File: config.mk
export PLATFORM = sky130hd
export DESIGN_NAME = adc_conversion_mode_control
export DESIGN_NICKNAME = d
export VERILOG_FILES = /design/src/pkg/adc_mode_pkg.sv /design/src/hw/adc_conversion_mode_control.sv
export SDC_FILE = /design/constraint.sdc
export NUM_CORES = 1
export LEC_CHECK = 0
export ABC_CLOCK_PERIOD_IN_PS = 9650
export BUFFER_PORTS_ARGS = -buffer_cell sky130_fd_sc_hd__buf_2
export CORE_ASPECT_RATIO = 1.1
export CORE_MARGIN = 2
export CORE_UTILIZATION = 60
export CTS_BUF_LIST = sky130_fd_sc_hd__clkbuf_8 sky130_fd_sc_hd__clkbuf_16
export DETAILED_ROUTE_END_ITERATION = 10
export PLACE_DENSITY = 0.95
export SYNTH_ARGS = -nofsm -noshare
export SYNTH_HDL_FRONTEND = slang
export SYNTH_SLANG_ARGS = --single-unit
export TNS_END_PERCENT = 30
File: constraint.sdc
create_clock -name clk -period 9.65 [get_ports clk]
set_input_delay 1.4475 -clock clk [delete_from_list [all_inputs] [get_ports clk]]
set_output_delay 1.4475 -clock clk [all_outputs]
set_load 0.01 [all_outputs]
File: src/pkg/adc_mode_pkg.sv
// Package: shared constants and carriers for the converter mode/control block.
// Assumes a 25 MHz system clock; all pin timing is expressed in cycles of it.
package adc_mode_pkg;

    // System clock
    localparam int CLK_MHZ = 25;
    localparam int CLK_PERIOD_NS = 40;

    // Reset pulse classification (times as printed)
    localparam int PARTIAL_MIN_NS = 40;
    localparam int PARTIAL_MAX_NS = 500;
    localparam int SHUTDOWN_NS = 1200;
    localparam int PARTIAL_MIN_CYC = (PARTIAL_MIN_NS + CLK_PERIOD_NS - 1) / CLK_PERIOD_NS;
    localparam int PARTIAL_MAX_CYC = PARTIAL_MAX_NS / CLK_PERIOD_NS;
    localparam int SHUTDOWN_CYC = (SHUTDOWN_NS + CLK_PERIOD_NS - 1) / CLK_PERIOD_NS;

    // Host wait times after leaving shutdown (host obligation, reported as ready flags)
    localparam int WRITE_READY_US = 240;
    localparam int CONV_READY_MS = 15;
    localparam int WRITE_READY_CYC = WRITE_READY_US * CLK_MHZ;
    localparam int CONV_READY_CYC = CONV_READY_MS * 1000 * CLK_MHZ;

    // Conversion length of one oversampled sample
    localparam int CONV_CYC = 25;

    // Range code 00 is software mode
    localparam logic [1:0] RANGE_SOFTWARE = 2'h0;

    // Interface selections
    typedef enum logic [1:0] {IF_PARALLEL, IF_BYTE, IF_SERIAL} iface_type;

    // Configuration caught at release of a full reset
    typedef struct packed {
        logic hardware_mode;
        iface_type iface;
        logic check_enable;
        logic burst;
        logic sequencer_enable;
        logic [2:0] oversample_ratio;
        logic reference_select;
        logic serial_one_wire;
    } latched_cfg_type;

    localparam latched_cfg_type CFG_RESET = '{
        hardware_mode: 1'b0, iface: IF_PARALLEL, check_enable: 1'b0, burst: 1'b0,
        sequencer_enable: 1'b0, oversample_ratio: 3'h0, reference_select: 1'b0,
        serial_one_wire: 1'b0};

    // Host strobes as one group
    typedef struct packed {
        logic chip_select_n;
        logic read_strobe_n;
        logic write_strobe_n;
        logic serial_clock;
    } host_strobe_type;

endpackage : adc_mode_pkg

File: src/hw/adc_conversion_mode_control.sv
// Conversion control, host strobe handling and mode latching for a dual
// simultaneous-sampling converter. Assumes every pin input is asynchronous to
// clk, a result source outside this block, and a wire resolver in the bench.
//
// Local design decision: the strobed register port.
`timescale 1ns/10ps
module adc_conversion_mode_control #(
    parameter int WRITE_READY_CYC = adc_mode_pkg::WRITE_READY_CYC,
    parameter int CONV_READY_CYC = adc_mode_pkg::CONV_READY_CYC
) (
    // System
    input wire logic clk,
    input wire logic reset_n,
    // Device reset pin, asynchronous, classified by pulse length
    input wire logic device_reset_n,
    // Mode and configuration pins
    input wire logic [1:0] range_select,
    input wire logic interface_select,
    input wire logic byte_or_serial_select,
    input wire logic sequencer_enable,
    input wire logic check_enable,
    input wire logic burst,
    input wire logic [2:0] oversample_ratio,
    input wire logic reference_select,
    input wire logic serial_one_wire,
    input wire logic [2:0] channel_pair_select,
    // Conversion control
    input wire logic conversion_start,
    output logic busy,
    output logic [2:0] converting_pair,
    // Host strobes
    input wire adc_mode_pkg::host_strobe_type host_strobe,
    // Data bus, three signals per line
    input wire logic [15:0] parallel_data_bus_in,
    output logic [15:0] parallel_data_bus_out,
    output logic [15:0] parallel_data_bus_oe_n,
    // Result to present and register write port toward the core
    input wire logic [15:0] result_word,
    output logic reg_write,
    output logic [15:0] reg_write_data,
    output logic frame_start,
    output logic serial_sample,
    // Status
    output adc_mode_pkg::latched_cfg_type latched_cfg,
    output logic shutdown,
    output logic write_ready,
    output logic conv_ready
);

    // Two-flop synchronisers for all asynchronous inputs
    localparam int SYNC_W = 4 + 1 + 1;
    logic [SYNC_W-1:0] sync1_ff, sync2_ff, prev_ff;
    wire [SYNC_W-1:0] async_in = {host_strobe, device_reset_n, conversion_start};
    always_ff @(posedge clk or negedge reset_n) begin
        if (!reset_n) begin
            sync1_ff <= '1;
            sync2_ff <= '1;
            prev_ff <= '1;
        end else begin
            sync1_ff <= async_in;
            sync2_ff <= sync1_ff;
            prev_ff <= sync2_ff;
        end
    end
    logic [2:0] pair_s1_ff, pair_s2_ff;
    always_ff @(posedge clk or negedge reset_n) begin
        if (!reset_n) begin
            pair_s1_ff <= 3'h0;
            pair_s2_ff <= 3'h0;
        end else begin
            pair_s1_ff <= channel_pair_select;
            pair_s2_ff <= pair_s1_ff;
        end
    end
    // Mode pins and data lines pass two flops as well; both are read
    // long after they settle, so the added latency costs nothing
    localparam int PIN_W = 12 + 16;
    logic [PIN_W-1:0] pin_s1_ff, pin_s2_ff;
    wire [PIN_W-1:0] pin_in = {range_select, interface_select, byte_or_serial_select, sequencer_enable,
        check_enable, burst, oversample_ratio, reference_select, serial_one_wire, parallel_data_bus_in};
    always_ff @(posedge clk or negedge reset_n) begin
        if (!reset_n) begin
            pin_s1_ff <= '0;
            pin_s2_ff <= '0;
        end else begin
            pin_s1_ff <= pin_in;
            pin_s2_ff <= pin_s1_ff;
        end
    end
    wire [1:0] range_s = pin_s2_ff[27:26];
    wire ifsel_s = pin_s2_ff[25];
    wire bos_s = pin_s2_ff[24];
    wire seq_s = pin_s2_ff[23];
    wire check_s = pin_s2_ff[22];
    wire burst_s = pin_s2_ff[21];
    wire [2:0] os_s = pin_s2_ff[20:18];
    wire ref_s = pin_s2_ff[17];
    wire one_wire_s = pin_s2_ff[16];
    wire [15:0] bus_in_s = pin_s2_ff[15:0];

    // Named synchronised levels and edges
    wire start_s = sync2_ff[0];
    wire start_rise = sync2_ff[0] & ~prev_ff[0];
    wire rst_pin_s = sync2_ff[1];
    wire rst_rise = sync2_ff[1] & ~prev_ff[1];
    wire sclk_s = sync2_ff[2];
    wire sclk_rise = sync2_ff[2] & ~prev_ff[2];
    wire wr_n_s = sync2_ff[3];
    wire rd_n_s = sync2_ff[4];
    wire cs_n_s = sync2_ff[5];
    wire cs_fall = ~sync2_ff[5] & prev_ff[5];
    wire cs_rise = sync2_ff[5] & ~prev_ff[5];
    wire wr_rise = sync2_ff[3] & ~prev_ff[3];

    // Reset pulse width counter; saturates at the shutdown threshold
    logic [5:0] low_cnt_ff;
    wire [5:0] nxt_low_cnt = rst_pin_s ? 6'h00 :
        (low_cnt_ff == 6'(adc_mode_pkg::SHUTDOWN_CYC)) ? low_cnt_ff : low_cnt_ff + 6'h01;
    // Gated by the pin level: the count still stands on the release edge,
    // and an ungated flag there would hold shutdown and block the reload
    wire long_low = !rst_pin_s && (low_cnt_ff >= 6'(adc_mode_pkg::SHUTDOWN_CYC));
    wire full_release = rst_rise & (low_cnt_ff > 6'(adc_mode_pkg::PARTIAL_MAX_CYC));
    wire partial_release = rst_rise & (low_cnt_ff >= 6'(adc_mode_pkg::PARTIAL_MIN_CYC))
        & (low_cnt_ff <= 6'(adc_mode_pkg::PARTIAL_MAX_CYC));
    always_ff @(posedge clk or negedge reset_n) begin
        if (!reset_n) low_cnt_ff <= 6'h00;
        else low_cnt_ff <= nxt_low_cnt;
    end

    // Shutdown flag: entered on a long low, left on the release edge
    logic shutdown_ff;
    always_ff @(posedge clk or negedge reset_n) begin
        if (!reset_n) shutdown_ff <= 1'b1;
        else if (long_low) shutdown_ff <= 1'b1;
        else if (rst_rise) shutdown_ff <= 1'b0;
    end
    assign shutdown = shutdown_ff;

    // Mode decode from pins at release of a full reset
    wire hw_pins = range_s != adc_mode_pkg::RANGE_SOFTWARE;
    wire adc_mode_pkg::iface_type iface_pins = !ifsel_s ? adc_mode_pkg::IF_PARALLEL :
        bos_s ? adc_mode_pkg::IF_BYTE : adc_mode_pkg::IF_SERIAL;
    adc_mode_pkg::latched_cfg_type cfg_ff, nxt_cfg;
    always_comb begin
        nxt_cfg = adc_mode_pkg::CFG_RESET;
        nxt_cfg.hardware_mode = hw_pins;
        nxt_cfg.iface = iface_pins;
        nxt_cfg.reference_select = ref_s;
        nxt_cfg.serial_one_wire = one_wire_s;
        if (hw_pins) begin
            nxt_cfg.check_enable = check_s;
            nxt_cfg.burst = burst_s;
            nxt_cfg.sequencer_enable = seq_s;
            nxt_cfg.oversample_ratio = os_s;
        end
    end
    // Only a full release reloads; partial reset keeps the latched set
    always_ff @(posedge clk or negedge reset_n) begin
        if (!reset_n) cfg_ff <= adc_mode_pkg::CFG_RESET;
        else if (long_low) cfg_ff <= adc_mode_pkg::CFG_RESET;
        else if (full_release) cfg_ff <= nxt_cfg;
    end
    assign latched_cfg = cfg_ff;

    // Power-up wait counters after leaving shutdown
    logic [31:0] up_cnt_ff;
    logic write_ready_ff, conv_ready_ff;
    always_ff @(posedge clk or negedge reset_n) begin
        if (!reset_n) begin
            up_cnt_ff <= 32'h0000_0000;
            write_ready_ff <= 1'b0;
            conv_ready_ff <= 1'b0;
        end else if (shutdown_ff || !rst_pin_s) begin
            up_cnt_ff <= 32'h0000_0000;
            write_ready_ff <= write_ready_ff & ~shutdown_ff;
            conv_ready_ff <= conv_ready_ff & ~shutdown_ff;
        end else begin
            if (!conv_ready_ff) up_cnt_ff <= up_cnt_ff + 32'h0000_0001;
            write_ready_ff <= write_ready_ff | (up_cnt_ff >= 32'(WRITE_READY_CYC));
            conv_ready_ff <= conv_ready_ff | (up_cnt_ff >= 32'(CONV_READY_CYC));
        end
    end
    assign write_ready = write_ready_ff;
    assign conv_ready = conv_ready_ff;

    // Conversion sequencer; each step is one oversampled pair of samples
    typedef enum logic [1:0] {CONV_IDLE, CONV_RUN, CONV_LATCH} conv_state_type;
    conv_state_type state_ff, nxt_state;
    logic [15:0] conv_cnt_ff;
    logic [2:0] pair_ff, last_pair_ff;
    wire seq_hw = cfg_ff.hardware_mode & cfg_ff.sequencer_enable;
    wire burst_hw = seq_hw & cfg_ff.burst;
    wire halt = !rst_pin_s || shutdown_ff; // Pin low aborts conversion
    wire [15:0] conv_len = 16'(adc_mode_pkg::CONV_CYC) << cfg_ff.oversample_ratio;
    wire conv_done = conv_cnt_ff == conv_len - 16'h0001;
    wire more_pairs = burst_hw && (pair_ff != last_pair_ff);
    always_comb begin
        nxt_state = state_ff;
        unique case (state_ff)
            CONV_IDLE: if (start_rise && !halt) nxt_state = CONV_RUN;
            CONV_RUN: if (conv_done) nxt_state = CONV_LATCH;
            CONV_LATCH: nxt_state = more_pairs ? CONV_RUN : CONV_IDLE;
            default: nxt_state = CONV_IDLE;
        endcase
        if (halt) nxt_state = CONV_IDLE;
    end
    always_ff @(posedge clk or negedge reset_n) begin
        if (!reset_n) begin
            state_ff <= CONV_IDLE;
            conv_cnt_ff <= 16'h0000;
            pair_ff <= 3'h0;
            last_pair_ff <= 3'h0;
        end else begin
            state_ff <= nxt_state;
            conv_cnt_ff <= (state_ff == CONV_RUN && !conv_done) ? conv_cnt_ff + 16'h0001 : 16'h0000;
            if (state_ff == CONV_IDLE && start_rise) begin
                pair_ff <= seq_hw ? 3'h0 : pair_s2_ff;
                last_pair_ff <= pair_s2_ff;
            end else if (state_ff == CONV_LATCH && more_pairs) begin
                pair_ff <= pair_ff + 3'h1;
            end
        end
    end

    // Busy registered: high from start edge until results are latched
    logic busy_ff;
    always_ff @(posedge clk or negedge reset_n) begin
        if (!reset_n) busy_ff <= 1'b0;
        else busy_ff <= (nxt_state != CONV_IDLE);
    end
    assign busy = busy_ff;
    assign converting_pair = pair_ff;

    // Output holding register, loaded when a conversion is latched
    logic [15:0] hold_ff;
    always_ff @(posedge clk or negedge reset_n) begin
        if (!reset_n) hold_ff <= 16'h0000;
        else if (state_ff == CONV_LATCH) hold_ff <= result_word;
    end

    // Data bus drive; low enable drives the line
    wire read_on = !cs_n_s && !rd_n_s && (cfg_ff.iface != adc_mode_pkg::IF_SERIAL);
    wire [15:0] lane_mask = (cfg_ff.iface == adc_mode_pkg::IF_BYTE) ? 16'h00FF : 16'hFFFF;
    logic [15:0] bus_out_ff, bus_oe_n_ff;
    logic [3:0] bit_cnt_ff;
    logic [15:0] shift_ff;
    always_ff @(posedge clk or negedge reset_n) begin
        if (!reset_n) begin
            bus_out_ff <= 16'h0000;
            bus_oe_n_ff <= 16'hFFFF;
        end else if (cs_rise || cs_n_s) begin
            bus_oe_n_ff <= 16'hFFFF;
        end else if (cfg_ff.iface == adc_mode_pkg::IF_SERIAL) begin
            bus_out_ff <= {3'h0, shift_ff[15], 12'h000};
            bus_oe_n_ff <= 16'hEFFF; // Serial data A on line 12, mode 0
        end else begin
            bus_out_ff <= hold_ff & lane_mask;
            bus_oe_n_ff <= read_on ? ~lane_mask : 16'hFFFF;
        end
    end
    assign parallel_data_bus_out = bus_out_ff;
    assign parallel_data_bus_oe_n = bus_oe_n_ff;

    // Serial shift: load at frame start, shift on each rising clock edge
    logic frame_ff, sample_ff;
    always_ff @(posedge clk or negedge reset_n) begin
        if (!reset_n) begin
            shift_ff <= 16'h0000;
            bit_cnt_ff <= 4'h0;
            frame_ff <= 1'b0;
            sample_ff <= 1'b0;
        end else begin
            frame_ff <= cs_fall;
            sample_ff <= 1'b0;
            if (cs_fall) begin
                shift_ff <= hold_ff;
                bit_cnt_ff <= 4'h0;
            end else if (!cs_n_s && sclk_rise && cfg_ff.iface == adc_mode_pkg::IF_SERIAL) begin
                shift_ff <= {shift_ff[14:0], 1'b0};
                bit_cnt_ff <= bit_cnt_ff + 4'h1;
                sample_ff <= 1'b1;
            end
        end
    end
    assign frame_start = frame_ff;
    assign serial_sample = sample_ff;

    // Register write: only software mode, parallel or byte, on strobe release
    logic reg_write_ff;
    logic [15:0] wdata_ff;
    wire write_ok = !cfg_ff.hardware_mode && !cs_n_s && wr_rise
        && (cfg_ff.iface != adc_mode_pkg::IF_SERIAL) && !shutdown_ff;
    always_ff @(posedge clk or negedge reset_n) begin
        if (!reset_n) begin
            reg_write_ff <= 1'b0;
            wdata_ff <= 16'h0000;
        end else begin
            reg_write_ff <= write_ok;
            if (write_ok) wdata_ff <= bus_in_s & lane_mask;
        end
    end
    assign reg_write = reg_write_ff;
    assign reg_write_data = wdata_ff;

    // Busy must not rise without a start edge from idle
    chk_busy_needs_start: assert property (@(posedge clk) disable iff (!reset_n)
        $rose(busy) |-> $past(start_rise) || $past(state_ff) == CONV_LATCH)
        else $error("busy rose without start");
    chk_busy_holds_run: assert property (@(posedge clk) disable iff (!reset_n)
        busy && state_ff == CONV_RUN && start_rise && !halt |=> busy)
        else $error("start disturbed busy");
    chk_busy_falls_latch: assert property (@(posedge clk) disable iff (!reset_n)
        $fell(busy) |-> $past(state_ff) == CONV_LATCH || $past(halt))
        else $error("busy fell before latch");
    chk_byte_lanes: assert property (@(posedge clk) disable iff (!reset_n)
        cfg_ff.iface == adc_mode_pkg::IF_BYTE |-> parallel_data_bus_oe_n[15:8] == 8'hFF)
        else $error("byte mode drove upper lines");
    chk_cs_release: assert property (@(posedge clk) disable iff (!reset_n)
        cs_rise |=> parallel_data_bus_oe_n == 16'hFFFF)
        else $error("bus driven after chip select rose");
    chk_par_read: assert property (@(posedge clk) disable iff (!reset_n)
        read_on && cfg_ff.iface == adc_mode_pkg::IF_PARALLEL && !cs_rise |=> parallel_data_bus_oe_n == 16'h0000)
        else $error("parallel read not driven");
    chk_hw_no_write: assert property (@(posedge clk) disable iff (!reset_n)
        cfg_ff.hardware_mode |-> !reg_write)
        else $error("register write in hardware mode");
    chk_shutdown_entry: assert property (@(posedge clk) disable iff (!reset_n)
        long_low |=> shutdown && latched_cfg == adc_mode_pkg::CFG_RESET)
        else $error("long reset did not shut down");
    chk_partial_keeps: assert property (@(posedge clk) disable iff (!reset_n)
        partial_release |=> $stable(cfg_ff))
        else $error("partial reset changed configuration");
    chk_frame_pulse: assert property (@(posedge clk) disable iff (!reset_n)
        cs_fall |=> frame_start)
        else $error("frame start missing");
    // Release edge, sample pulses, loaded set and serial lane
    chk_shutdown_exit: assert property (@(posedge clk) disable iff (!reset_n)
        rst_rise |=> !shutdown)
        else $error("shutdown kept after release");
    chk_full_loads: assert property (@(posedge clk) disable iff (!reset_n)
        full_release |=> latched_cfg == $past(nxt_cfg))
        else $error("full release did not load pins");
    chk_sample_rise: assert property (@(posedge clk) disable iff (!reset_n)
        serial_sample |-> $past(sclk_rise))
        else $error("serial sample without clock rise");
    chk_serial_lane: assert property (@(posedge clk) disable iff (!reset_n)
        cfg_ff.iface == adc_mode_pkg::IF_SERIAL && !cs_n_s |=> parallel_data_bus_oe_n == 16'hEFFF)
        else $error("serial frame not on line 12");

endmodule : adc_conversion_mode_control

==> results.sh, run 1 <==
export IMPL_status="complete, no violations"
export IMPL_rr_startpoint="latched_cfg[3]$_DFFE_PN0P_"
export IMPL_period_needed_ns=3.42
export IMPL_clk_pin_slew_worst_paths_ns=0.07
export IMPL_setup_viol=0
export IMPL_path_buf_inv=1
export IMPL_fmax_mhz=293
export IMPL_clock_latency_ns=0.52
export IMPL_dr_total_vias=6556
export IMPL_avgViaCountPerCell=5.86
export IMPL_grt_max_degree=110
export IMPL_synth_seq_cells=226
export IMPL_synth_edf_count=0
export IMPL_hold_depth=0
export IMPL_finalClockSkew_ns=0.0144
export IMPL_place_gp_congestion=0.849
export IMPL_yosys_warnings=0
export IMPL_fin_crit_sh=0.354
export IMPL_p_leak_nw=4.89
export IMPL_yosysSeqAreaShare=0.618
export IMPL_ctsResizeCount=0
export IMPL_layout_cells_non_filler=1118
export IMPL_grt_ovfl_total=0
export IMPL_synth_largest_area_cell="dfrtp_1"
export IMPL_synth_cells=797
export IMPL_worstMarginPinSlew_ns=1.33
export IMPL_r2r_end="conv_cnt_ff[6]$_DFF_PN0_"
export IMPL_slew_headroom=0.114
export IMPL_cts_tree="yes"
export IMPL_end_kind="flip-flop"
export IMPL_crit_family="simple AND/OR/NAND/NOR gates"
export IMPL_max_cap_viol_count=0
export IMPL_drc=0
export IMPL_wl_um=20100
export IMPL_peakVddDrop_uv=177
export IMPL_die_area_um2=16300
export IMPL_hold_end="pin_s2_ff[20]$_DFF_PN0_"
export IMPL_rsz0062_at_grt="no"
export IMPL_hp_class="flip-flop to flip-flop"
export IMPL_drtIter0Drc=656
export IMPL_drtPass1Iterations=5
export IMPL_hold_slack_ns=0.346
export IMPL_fin_nets=972
export IMPL_critPathArrivalTime_ns=3.80
export IMPL_syn_nets=864
export IMPL_die_h_um=134
export IMPL_cp_required_ns=10.03
export IMPL_dp_cells=1076
export IMPL_io_buffers=123
export IMPL_ys_flop_type="dfrtp_1"
export IMPL_core_um2=15000
export IMPL_worstPathCellList="inv_1 -> ha_1 -> nand2b_1 -> ha_1 -> xor2_1 -> or3_1 -> a32o_1 -> or4_4 -> o31ai_4 -> nor2_1"
export IMPL_power_mw=2.00
export IMPL_post_route_util=0.708
export IMPL_cts_max_path_buffers=3
export IMPL_grt_pass1_vias=6504
export IMPL_worstHoldStart="pin_s1_ff[20]$_DFF_PN0_"
export IMPL_diodes=0
export IMPL_cp_slowest_cell="dfrtp_1"
export IMPL_cpMostUsedCell="ha_1"
export IMPL_start_util=0.613
export IMPL_cts_root_buf="clkbuf_16"
export IMPL_post_cts_buffers=0
export IMPL_syn_area_per_cell_um2=11.5
export IMPL_hold_buffers=0
export IMPL_cts_made_buffers=23
export IMPL_syn_area_um2=9190
export IMPL_antenna_found_initial=1
export IMPL_reg2regPathDepth=10
export IMPL_synth_cell_types=51
export IMPL_hold_viol_final=0
export IMPL_rows=47
export IMPL_worstSetupPathType="flip-flop to flip-flop"
export IMPL_cts_htree_levels=1
export IMPL_track_usage=0.249
export IMPL_grt_first_pass_wirelength_um=32300
export IMPL_max_stage_delay_ns=0.55
export IMPL_die_w_um=122
export IMPL_start_kind="flip-flop"
export IMPL_power_density_nw_per_um2=188
export IMPL_fin_tns_setup_ns=0
export IMPL_post_dp_hpwl_um=12600
export IMPL_io_pins=124
export IMPL_rrSetupSlack_ns=6.23
export IMPL_slew_viol_final=0
export IMPL_worstPathMaxFanout=15
export IMPL_clock_sink_count=226
export IMPL_netlist_area_leader_share=0.558
export IMPL_syn_to_final_growth_pct=15.6
export IMPL_synthTopCellsByArea="dfrtp_1, dfstp_2, nand2_1, nor2_1, xnor2_1"
export IMPL_postRouteAntennaNets=0
export IMPL_layout_drive_gt1_share=0.229
export IMPL_wl_per_cell_um=18.0
export IMPL_async_flop_share=1.00
cell usage after synthesis, types with 2 or more instances:
library cell	number
dfrtp_1	205
nand2_1	90
nor2_1	74
o21ai_0	37
nand3_1	32
xnor2_1	30
xor2_1	30
clkbuf_1	27
dfstp_2	21
mux2_2	20
mux2i_1	20
a22oi_1	17
a22o_1	16
nor3_1	15
nor4_1	15
inv_1	14
nand4_1	14
a21oi_1	13
buf_4	13
ha_1	12
or3_1	11
nand2b_1	10
nor2b_1	9
and3_1	7
nor4b_1	5
a211oi_1	3
a21boi_0	3
o21a_1	3
or4_1	3
a31oi_1	2
a32o_1	2
and2_1	2
buf_2	2
buf_6	2
or2_2	2
power breakdown:
part	leakage, nW	total (mW)	internal [mW]	switching, mW
Combinational	1.60	0.0996	0.0382	0.0614
Sequential	2.90	1.01	0.987	0.0262
Clock	0.396	0.883	0.510	0.373
Total	4.89	2.00	1.54	0.460
area by class of cell:
| cell class | instances | area (um2) |
|---|---|---|
| well taps | 196 | 245 |
| clock inverters | 17 | 156 |
| fillers | 1006 | 4370 |
| repair buffers | 128 | 663 |
| clock buffers | 25 | 603 |
| multi-input cells | 511 | 3220 |
| flip-flops and latches | 226 | 5680 |
| inverters | 15 | 56.3 |
worst max-delay path by stage:
stage / start / endpoint / slack [ns] / cells past startpoint
3_3_place_gp: reset_n / shift_ff[3]$_DFFE_PN0P_ / 6.14 / 3
5_1_grt: latched_cfg[3]$_DFFE_PN0P_ / conv_cnt_ff[12]$_DFF_PN0_ / 6.04 / 10
6_report: latched_cfg[3]$_DFFE_PN0P_ / conv_cnt_ff[6]$_DFF_PN0_ / 6.23 / 10
3_5_place_dp: reset_n / hold_ff[5]$_DFFE_PN0N_ / 6.09 / 3
4_1_cts: latched_cfg[3]$_DFFE_PN0P_ / conv_cnt_ff[9]$_DFF_PN0_ / 6.26 / 8
2_1_floorplan: latched_cfg[3]$_DFFE_PN0P_ / conv_cnt_ff[11]$_DFF_PN0_ / 6.48 / 11
per-stage QoR:
| step | setup slack, ns | cell area, um2 |
|---|---|---|
| floorplan | 6.48 | 9190 |
| finish | 6.23 | 10600 |
| global placement | 6.14 | 9860 |
| detailed placement | 6.09 | 9860 |
| CTS | 6.26 | 10600 |
| global route | 6.04 | 10600 |
cells in the final DEF, fill, tap and decap left out, types with 17 or more instances in the layout:
cell and n:
a22oi_1 17, buf_2 122, clkbuf_16 23, dfrtp_1 205
dfstp_2 21, inv_1 20, mux2_2 20, mux2i_1 20
nand2_1 90, nand3_1 32, nor2_1 74, o21ai_0 37
xnor2_1 30, xor2_1 30
worst reg2reg max path: cells and delay by family (launching register included):
family | cells | cell delay (ns)
AO/OA/AOI/OAI | 2 | 0.78
flip-flops | 1 | 0.55
XOR/XNOR | 1 | 0.16
buffers and inverters | 1 | 0.15
adder cells (fa/ha/maj) | 2 | 0.61
AND/OR/NAND/NOR | 4 | 1.03
sequential cells by signal, indices dropped and copies added (netlist names), 2 cells and up:
| register | count |
|---|---|
| up_cnt_ff | 32 |
| pin_s1_ff | 28 |
| pin_s2_ff | 28 |
| conv_cnt_ff | 16 |
| hold_ff | 16 |
| parallel_data_bus_out | 16 |
| reg_write_data | 16 |
| shift_ff | 16 |
| latched_cfg | 11 |
| low_cnt_ff | 6 |
| sync1_ff | 6 |
| sync2_ff | 6 |
| prev_ff | 5 |
| converting_pair | 3 |
| last_pair_ff | 3 |
| pair_s1_ff | 3 |
| pair_s2_ff | 3 |
| parallel_data_bus_oe_n | 3 |
| state_ff | 2 |
metal layers:
metal / share of wire / track usage / vias up
met3: 0.048 / 0.0336 / 74
met2: 0.52 / 0.430 / 252
li1: - / - / 2936
met1: 0.39 / 0.315 / 3292
met5: 0.00055 / 0 / -
met4: 0.040 / 0.108 / 2
cells by family (layout without fill, tap and decap cells):
logic type | after synthesis | in the layout | share of synthesized area
adder cells (fa/ha/maj) | 12 | 12 | 0.0163
AO/OA/AOI/OAI | 105 | 105 | 0.0764
XOR/XNOR | 61 | 61 | 0.0596
flip-flops | 226 | 226 | 0.618
AND/OR/NAND/NOR | 293 | 293 | 0.152
buffers and inverters | 60 | 185 | 0.0317
multiplexers | 40 | 40 | 0.0463
(Power assumes the default switching activity.)
==> run 2: changes to the inputs <==
Settings changed: ABC_CLOCK_PERIOD_IN_PS 9650 to 3500, CORE_UTILIZATION 60 to 57, PLACE_DENSITY 0.95 to 0.91.
Clock period 9.65 ns to 3.5 ns, I/O delays scaled along.
==> run 2 against run 1 <==
  * Critical path depth stayed put
  * Via count is 4.2% lower
  * Utilization is 2.4 points lower
  * Setup slack worse by 6.0 ns
  * Cell count is 1.1% higher
  * Sequential share of layout area is 0.72 points lower
  * Register-to-register slack worse by 6.0 ns
  * Sequential power grew to 2.8 times the previous value
  * Combinational power grew to 2.9 times the previous value
  * Sequential cell count stayed put
  * Critical path type unchanged
  * Largest cell class unchanged
==> results.sh, run 2 (same netlist as run 1, synthesis figures left out) <==
export IMPL_hold_buffers=0
export IMPL_wl_per_cell_um=16.8
export IMPL_track_usage=0.220
export IMPL_multiInputGateArea_um2=3220
export IMPL_clock_sink_count=226
export IMPL_dr_total_vias=6282
export IMPL_io_pins=124
export IMPL_syn_to_final_growth_pct=17.2
export IMPL_period_needed_ns=3.31
export IMPL_drtPass1Iterations=5
export IMPL_worstPathMaxFanout=13
export IMPL_cts_tree="yes"
export IMPL_core_um2=15700
export IMPL_hold_viol_final=0
export IMPL_post_cts_buffers=0
export IMPL_cts_made_buffers=24
export IMPL_mostFrequentLayoutCells="dfrtp_1, buf_2, nand2_1, nor2_1, o21ai_0"
export IMPL_cts_htree_levels=1
export IMPL_drtIter0Drc=520
export IMPL_grt_pass1_vias=6290
export IMPL_cp_required_ns=3.85
export IMPL_io_buffers=123
export IMPL_antenna_found_initial=0
export IMPL_die_area_um2=17200
export IMPL_placed_cell_area_um2=9940
export IMPL_peakVddDrop_uv=460
export IMPL_layout_drive_gt1_share=0.238
export IMPL_max_stage_delay_ns=0.49
export IMPL_place_gp_congestion=0.865
export IMPL_grt_ovfl_total=0
export IMPL_fin_crit_sh=0.945
export IMPL_die_h_um=137
export IMPL_end_kind="flip-flop"
export IMPL_clock_latency_ns=0.52
export IMPL_start_kind="flip-flop"
export IMPL_clk_pin_slew_worst_paths_ns=0.06
export IMPL_grt_max_degree=108
export IMPL_fin_nets=979
export IMPL_postRouteAntennaNets=0
export IMPL_die_w_um=125
export IMPL_regMostFlops="up_cnt_ff"
export IMPL_largest_reg_flops=32
export IMPL_rsz0062_at_grt="no"
export IMPL_drc=0
export IMPL_slew_viol_final=0
export IMPL_worstPathCellList="inv_1 -> ha_1 -> nand2b_1 -> ha_1 -> xor2_1 -> or3_1 -> a32o_1 -> or4_4 -> o31ai_4 -> nor2_1"
export IMPL_worstMarginPinSlew_ns=1.01
export IMPL_rows=48
export IMPL_wl_um=19000
export IMPL_power_density_nw_per_um2=526
export IMPL_slew_headroom=0.321
export IMPL_cpMostUsedCell="ha_1"
export IMPL_start_util=0.584
export IMPL_diodes=0
export IMPL_critPathArrivalTime_ns=3.66
export IMPL_num_fill_cells=1097
export IMPL_cts_max_path_buffers=3
export IMPL_power_mw=5.66
export IMPL_cp_slowest_cell="o31ai_4"
export IMPL_status="complete, no violations"
export IMPL_cts_root_buf="clkbuf_16"
export IMPL_grt_first_pass_wirelength_um=31100
export IMPL_post_route_util=0.684
export IMPL_fmax_mhz=302
export IMPL_finalClockSkew_ns=0.0198
export IMPL_fin_tns_setup_ns=0
export IMPL_setup_viol=0
export IMPL_p_leak_nw=4.97
export IMPL_ctsResizeCount=0
export IMPL_post_dp_hpwl_um=12500
export IMPL_largestRegisters="up_cnt_ff x32, pin_s1_ff x28, pin_s2_ff x28"
export IMPL_hp_class="input pin to async pin"
export IMPL_seq_area_um2=5680
export IMPL_max_cap_viol_count=0
export IMPL_worstSetupPathType="flip-flop to flip-flop"
export IMPL_final_cell_area_um2=10800
export IMPL_final_common_cell="dfrtp_1"
export IMPL_avgViaCountPerCell=5.56
## run 2: power by group
part	total (mW)	switching (mW)	internal [mW]	leakage (nW)
Clock	2.59	1.01	1.58	0.430
Sequential	2.79	0.0633	2.72	2.90
Combinational	0.287	0.177	0.110	1.64
Total	5.66	1.25	4.42	4.97
## run 2: worst paths after layout
kind                                            startpoint                   endpoint  cells past startpoint  slack (ns)
worst max register to register  latched_cfg[2]$_DFFE_PN0P_   conv_cnt_ff[1]$_DFF_PN0_                     10        0.19
worst max-delay path            latched_cfg[2]$_DFFE_PN0P_   conv_cnt_ff[1]$_DFF_PN0_                     10        0.19
max in group asynchronous                          reset_n      sync2_ff[5]$_DFF_PN1_                      2        2.57
worst min register to register     pin_s1_ff[25]$_DFF_PN0_    pin_s2_ff[25]$_DFF_PN0_                      0        0.35
min in group clk                            host_strobe[3]      sync1_ff[5]$_DFF_PN1_                      1        0.10
worst min-delay path                               reset_n  low_cnt_ff[4]$_DFFE_PN0P_                      1        0.07
## run 2: per-layer routing
| metal | share of wire | global-route usage |
|---|---|---|
| met1 | 0.42 | 0.295 |
| met3 | 0.039 | 0.0299 |
| met2 | 0.51 | 0.376 |
| met4 | 0.027 | 0.0772 |
| met5 | 0 | 0 |
## run 2: area by class of cell
class,count,share of cell area
Sequential cell,226,0.528
Tap cell,200,0.0232
Inverter,15,0.00523
Clock inverter,15,0.0149
Multi-Input combinational cell,511,0.299
Timing Repair Buffer,134,0.0681
Clock buffer,29,0.0622
## run 2: metrics by stage
stage	hold slack [ns]	worst slack, ns	cells
floorplan	0.229	0.325	797
global placement	0.332	0.352	1086
detailed placement	0.335	0.245	1086
CTS	0.0863	0.179	1130
global route	0.0841	0.0169	1130
finish	0.0715	0.192	1130
## run 2: critical path, delay by kind of cell (launching register included)
kind | cells | cell delay, ns
buf+inv | 1 | 0.14
fa+ha+maj | 2 | 0.61
flops | 1 | 0.45
compound gates | 2 | 0.78
xor+xnor | 1 | 0.16
simple gates | 4 | 1.00
==> run 3: changes to the inputs <==
Settings changed: CORE_ASPECT_RATIO 1.1 to 0.9, CORE_UTILIZATION 57 to 25, PLACE_DENSITY 0.91 to 0.53, SETUP_SLACK_MARGIN from default to 0.05.
==> run 3 against run 2 <==
  * Clock power increased by 10%
  * Via count decreased by 2.8%
  * Global-route usage decreased by 11 points
  * First-iteration DRC count decreased by 32%
==> results.sh, run 3 (same netlist as run 1, synthesis figures left out) <==
export IMPL_antenna_found_initial=3
export IMPL_fin_nets=984
export IMPL_reg2regPathDepth=11
export IMPL_post_dp_hpwl_um=13700
export IMPL_largestRegisters="up_cnt_ff x32, pin_s1_ff x28, pin_s2_ff x28"
export IMPL_clock_sink_count=226
export IMPL_p_clk_frac=0.481
export IMPL_mostFrequentLayoutCells="dfrtp_1, buf_2, nand2_1, nor2_1, o21ai_0"
export IMPL_die_area_um2=38300
export IMPL_cts_root_buf="clkbuf_16"
export IMPL_worstHoldStart="device_reset_n"
export IMPL_grt_ovfl_total=0
export IMPL_cp_required_ns=3.91
export IMPL_clk_pin_slew_worst_paths_ns=0.06
export IMPL_num_fill_cells=3741
export IMPL_max_cap_viol_count=0
export IMPL_fin_ws_ns=0.398
export IMPL_clock_latency_ns=0.53
export IMPL_p_leak_nw=5.03
export IMPL_worstPathCellList="inv_1 -> ha_1 -> nand2b_1 -> ha_1 -> xor2_1 -> or3_1 -> a32o_1 -> or4_4 -> o31ai_4 -> buf_4 -> nor2_1"
export IMPL_largest_reg_flops=32
export IMPL_worstPathMaxFanout=13
export IMPL_dr_total_vias=6109
export IMPL_hold_slack_ns=0.0888
export IMPL_met3_usage=0.0259
export IMPL_cp_slowest_cell="dfrtp_1"
export IMPL_grtUsageMet1=0.148
export IMPL_period_needed_ns=3.10
export IMPL_dp_slack_ns=0.395
export IMPL_placed_cell_area_um2=10300
export IMPL_hold_depth=1
export IMPL_status="complete, no violations"
export IMPL_place_gp_congestion=0.806
export IMPL_finalClockSkew_ns=0.00992
export IMPL_hold_end="sync1_ff[1]$_DFF_PN1_"
export IMPL_die_h_um=186
export IMPL_die_w_um=206
export IMPL_rrSetupSlack_ns=0.40
export IMPL_final_cell_area_um2=11200
export IMPL_p_comb_frac=0.048
export IMPL_wl_um=20200
export IMPL_critPathArrivalTime_ns=3.51
export IMPL_fin_crit_sh=0.886
export IMPL_setup_viol=0
export IMPL_slew_headroom=0.294
export IMPL_power_density_nw_per_um2=528
export IMPL_max_stage_delay_ns=0.46
export IMPL_grt_max_degree=74
export IMPL_cts_made_buffers=26
export IMPL_start_util=0.254
export IMPL_drtPass1Iterations=4
export IMPL_rr_startpoint="latched_cfg[2]$_DFFE_PN0P_"
export IMPL_hold_buffers=1
export IMPL_fmax_mhz=322
export IMPL_layout_drive_gt1_share=0.235
export IMPL_avgViaCountPerCell=4.32
export IMPL_grt_pass1_vias=6142
export IMPL_swShare=0.221
export IMPL_syn_to_final_growth_pct=22.1
export IMPL_peakVddDrop_uv=339
export IMPL_wl_per_cell_um=14.3
export IMPL_grt_use_met2=0.164
export IMPL_core_um2=36200
export IMPL_fin_tns_setup_ns=0
export IMPL_r2r_end="conv_cnt_ff[0]$_DFF_PN0_"
export IMPL_end_kind="flip-flop"
export IMPL_cpMostUsedCell="ha_1"
export IMPL_worstSetupPathType="flip-flop to flip-flop"
export IMPL_layout_cells_non_filler=1413
export IMPL_rsz0062_at_grt="no"
export IMPL_p_sw_mw=1.31
export IMPL_worstMarginPinSlew_ns=1.06
export IMPL_cts_htree_levels=1
export IMPL_final_common_cell="dfrtp_1"
export IMPL_track_usage=0.107
export IMPL_drc=0
export IMPL_postRouteAntennaNets=0
export IMPL_grt_first_pass_wirelength_um=33000
export IMPL_hold_viol_final=0
export IMPL_internal_power_mw=4.61
export IMPL_seq_power_share=0.471
export IMPL_io_pins=124
export IMPL_dp_cells=1364
export IMPL_post_cts_buffers=0
export IMPL_slew_viol_final=0
export IMPL_diodes=0
export IMPL_io_buffers=123
export IMPL_busiest_layer="met2"
export IMPL_power_mw=5.92
export IMPL_cts_tree="yes"
export IMPL_rows=66
export IMPL_start_kind="flip-flop"
export IMPL_hp_class="input pin to flip-flop"
export IMPL_cts_max_path_buffers=3
export IMPL_regMostFlops="up_cnt_ff"
export IMPL_drtIter0Drc=354
export IMPL_post_route_util=0.310
export IMPL_ctsResizeCount=0
-- run 3: how the worst max path moves through the flow --
stage                                           from                        end  slack [ns]  depth (start not counted)
after CTS                 latched_cfg[2]$_DFFE_PN0P_   conv_cnt_ff[0]$_DFF_PN0_        0.37                          9
after detailed placement  latched_cfg[2]$_DFFE_PN0P_   conv_cnt_ff[0]$_DFF_PN0_        0.39                          9
after global placement    latched_cfg[2]$_DFFE_PN0P_   conv_cnt_ff[3]$_DFF_PN0_        0.43                          9
after global routing      latched_cfg[2]$_DFFE_PN0P_   conv_cnt_ff[6]$_DFF_PN0_        0.16                         11
after floorplan           latched_cfg[3]$_DFFE_PN0P_  conv_cnt_ff[11]$_DFF_PN0_        0.33                         11
final                     latched_cfg[2]$_DFFE_PN0P_   conv_cnt_ff[0]$_DFF_PN0_        0.40                         11
-- run 3: layout make-up --
cell class              instances  area (um2)  share of cell area
flip-flops and latches        226        5680               0.506
multi-input cells             511        3220               0.287
repair buffers                137         758              0.0676
clock buffers                  28         689              0.0614
well taps                     476         596              0.0531
clock inverters                20         220              0.0196
inverters                      15        56.3             0.00502
-- run 3: worst max-delay path: cells and delay by family, from the launching register on --
family | cells | cell delay [ns]
and+or+nand+nor | 4 | 0.94
adders and majority gates | 2 | 0.61
DFF | 1 | 0.46
AOI/OAI and AO/OA | 2 | 0.45
buffers and inverters | 2 | 0.36
xor gates and xnor gates | 1 | 0.16
-- run 3: metal layers --
layer,part of all wire,vias up
met2,0.45,105
met3,0.046,43
met5,0.0010,-
met1,0.47,2986
li1,-,2971
met4,0.028,4
-- run 3: power groups by stage --
stage | combinational, mW | sequential [mW] | clock, mW
floorplan | 0.120 | 2.83 | 0
global placement | 0.291 | 2.83 | 0
detailed placement | 0.296 | 2.83 | 0
CTS | 0.298 | 2.79 | 2.95
global route | 0.327 | 2.80 | 3.06
finish | 0.286 | 2.79 | 2.85
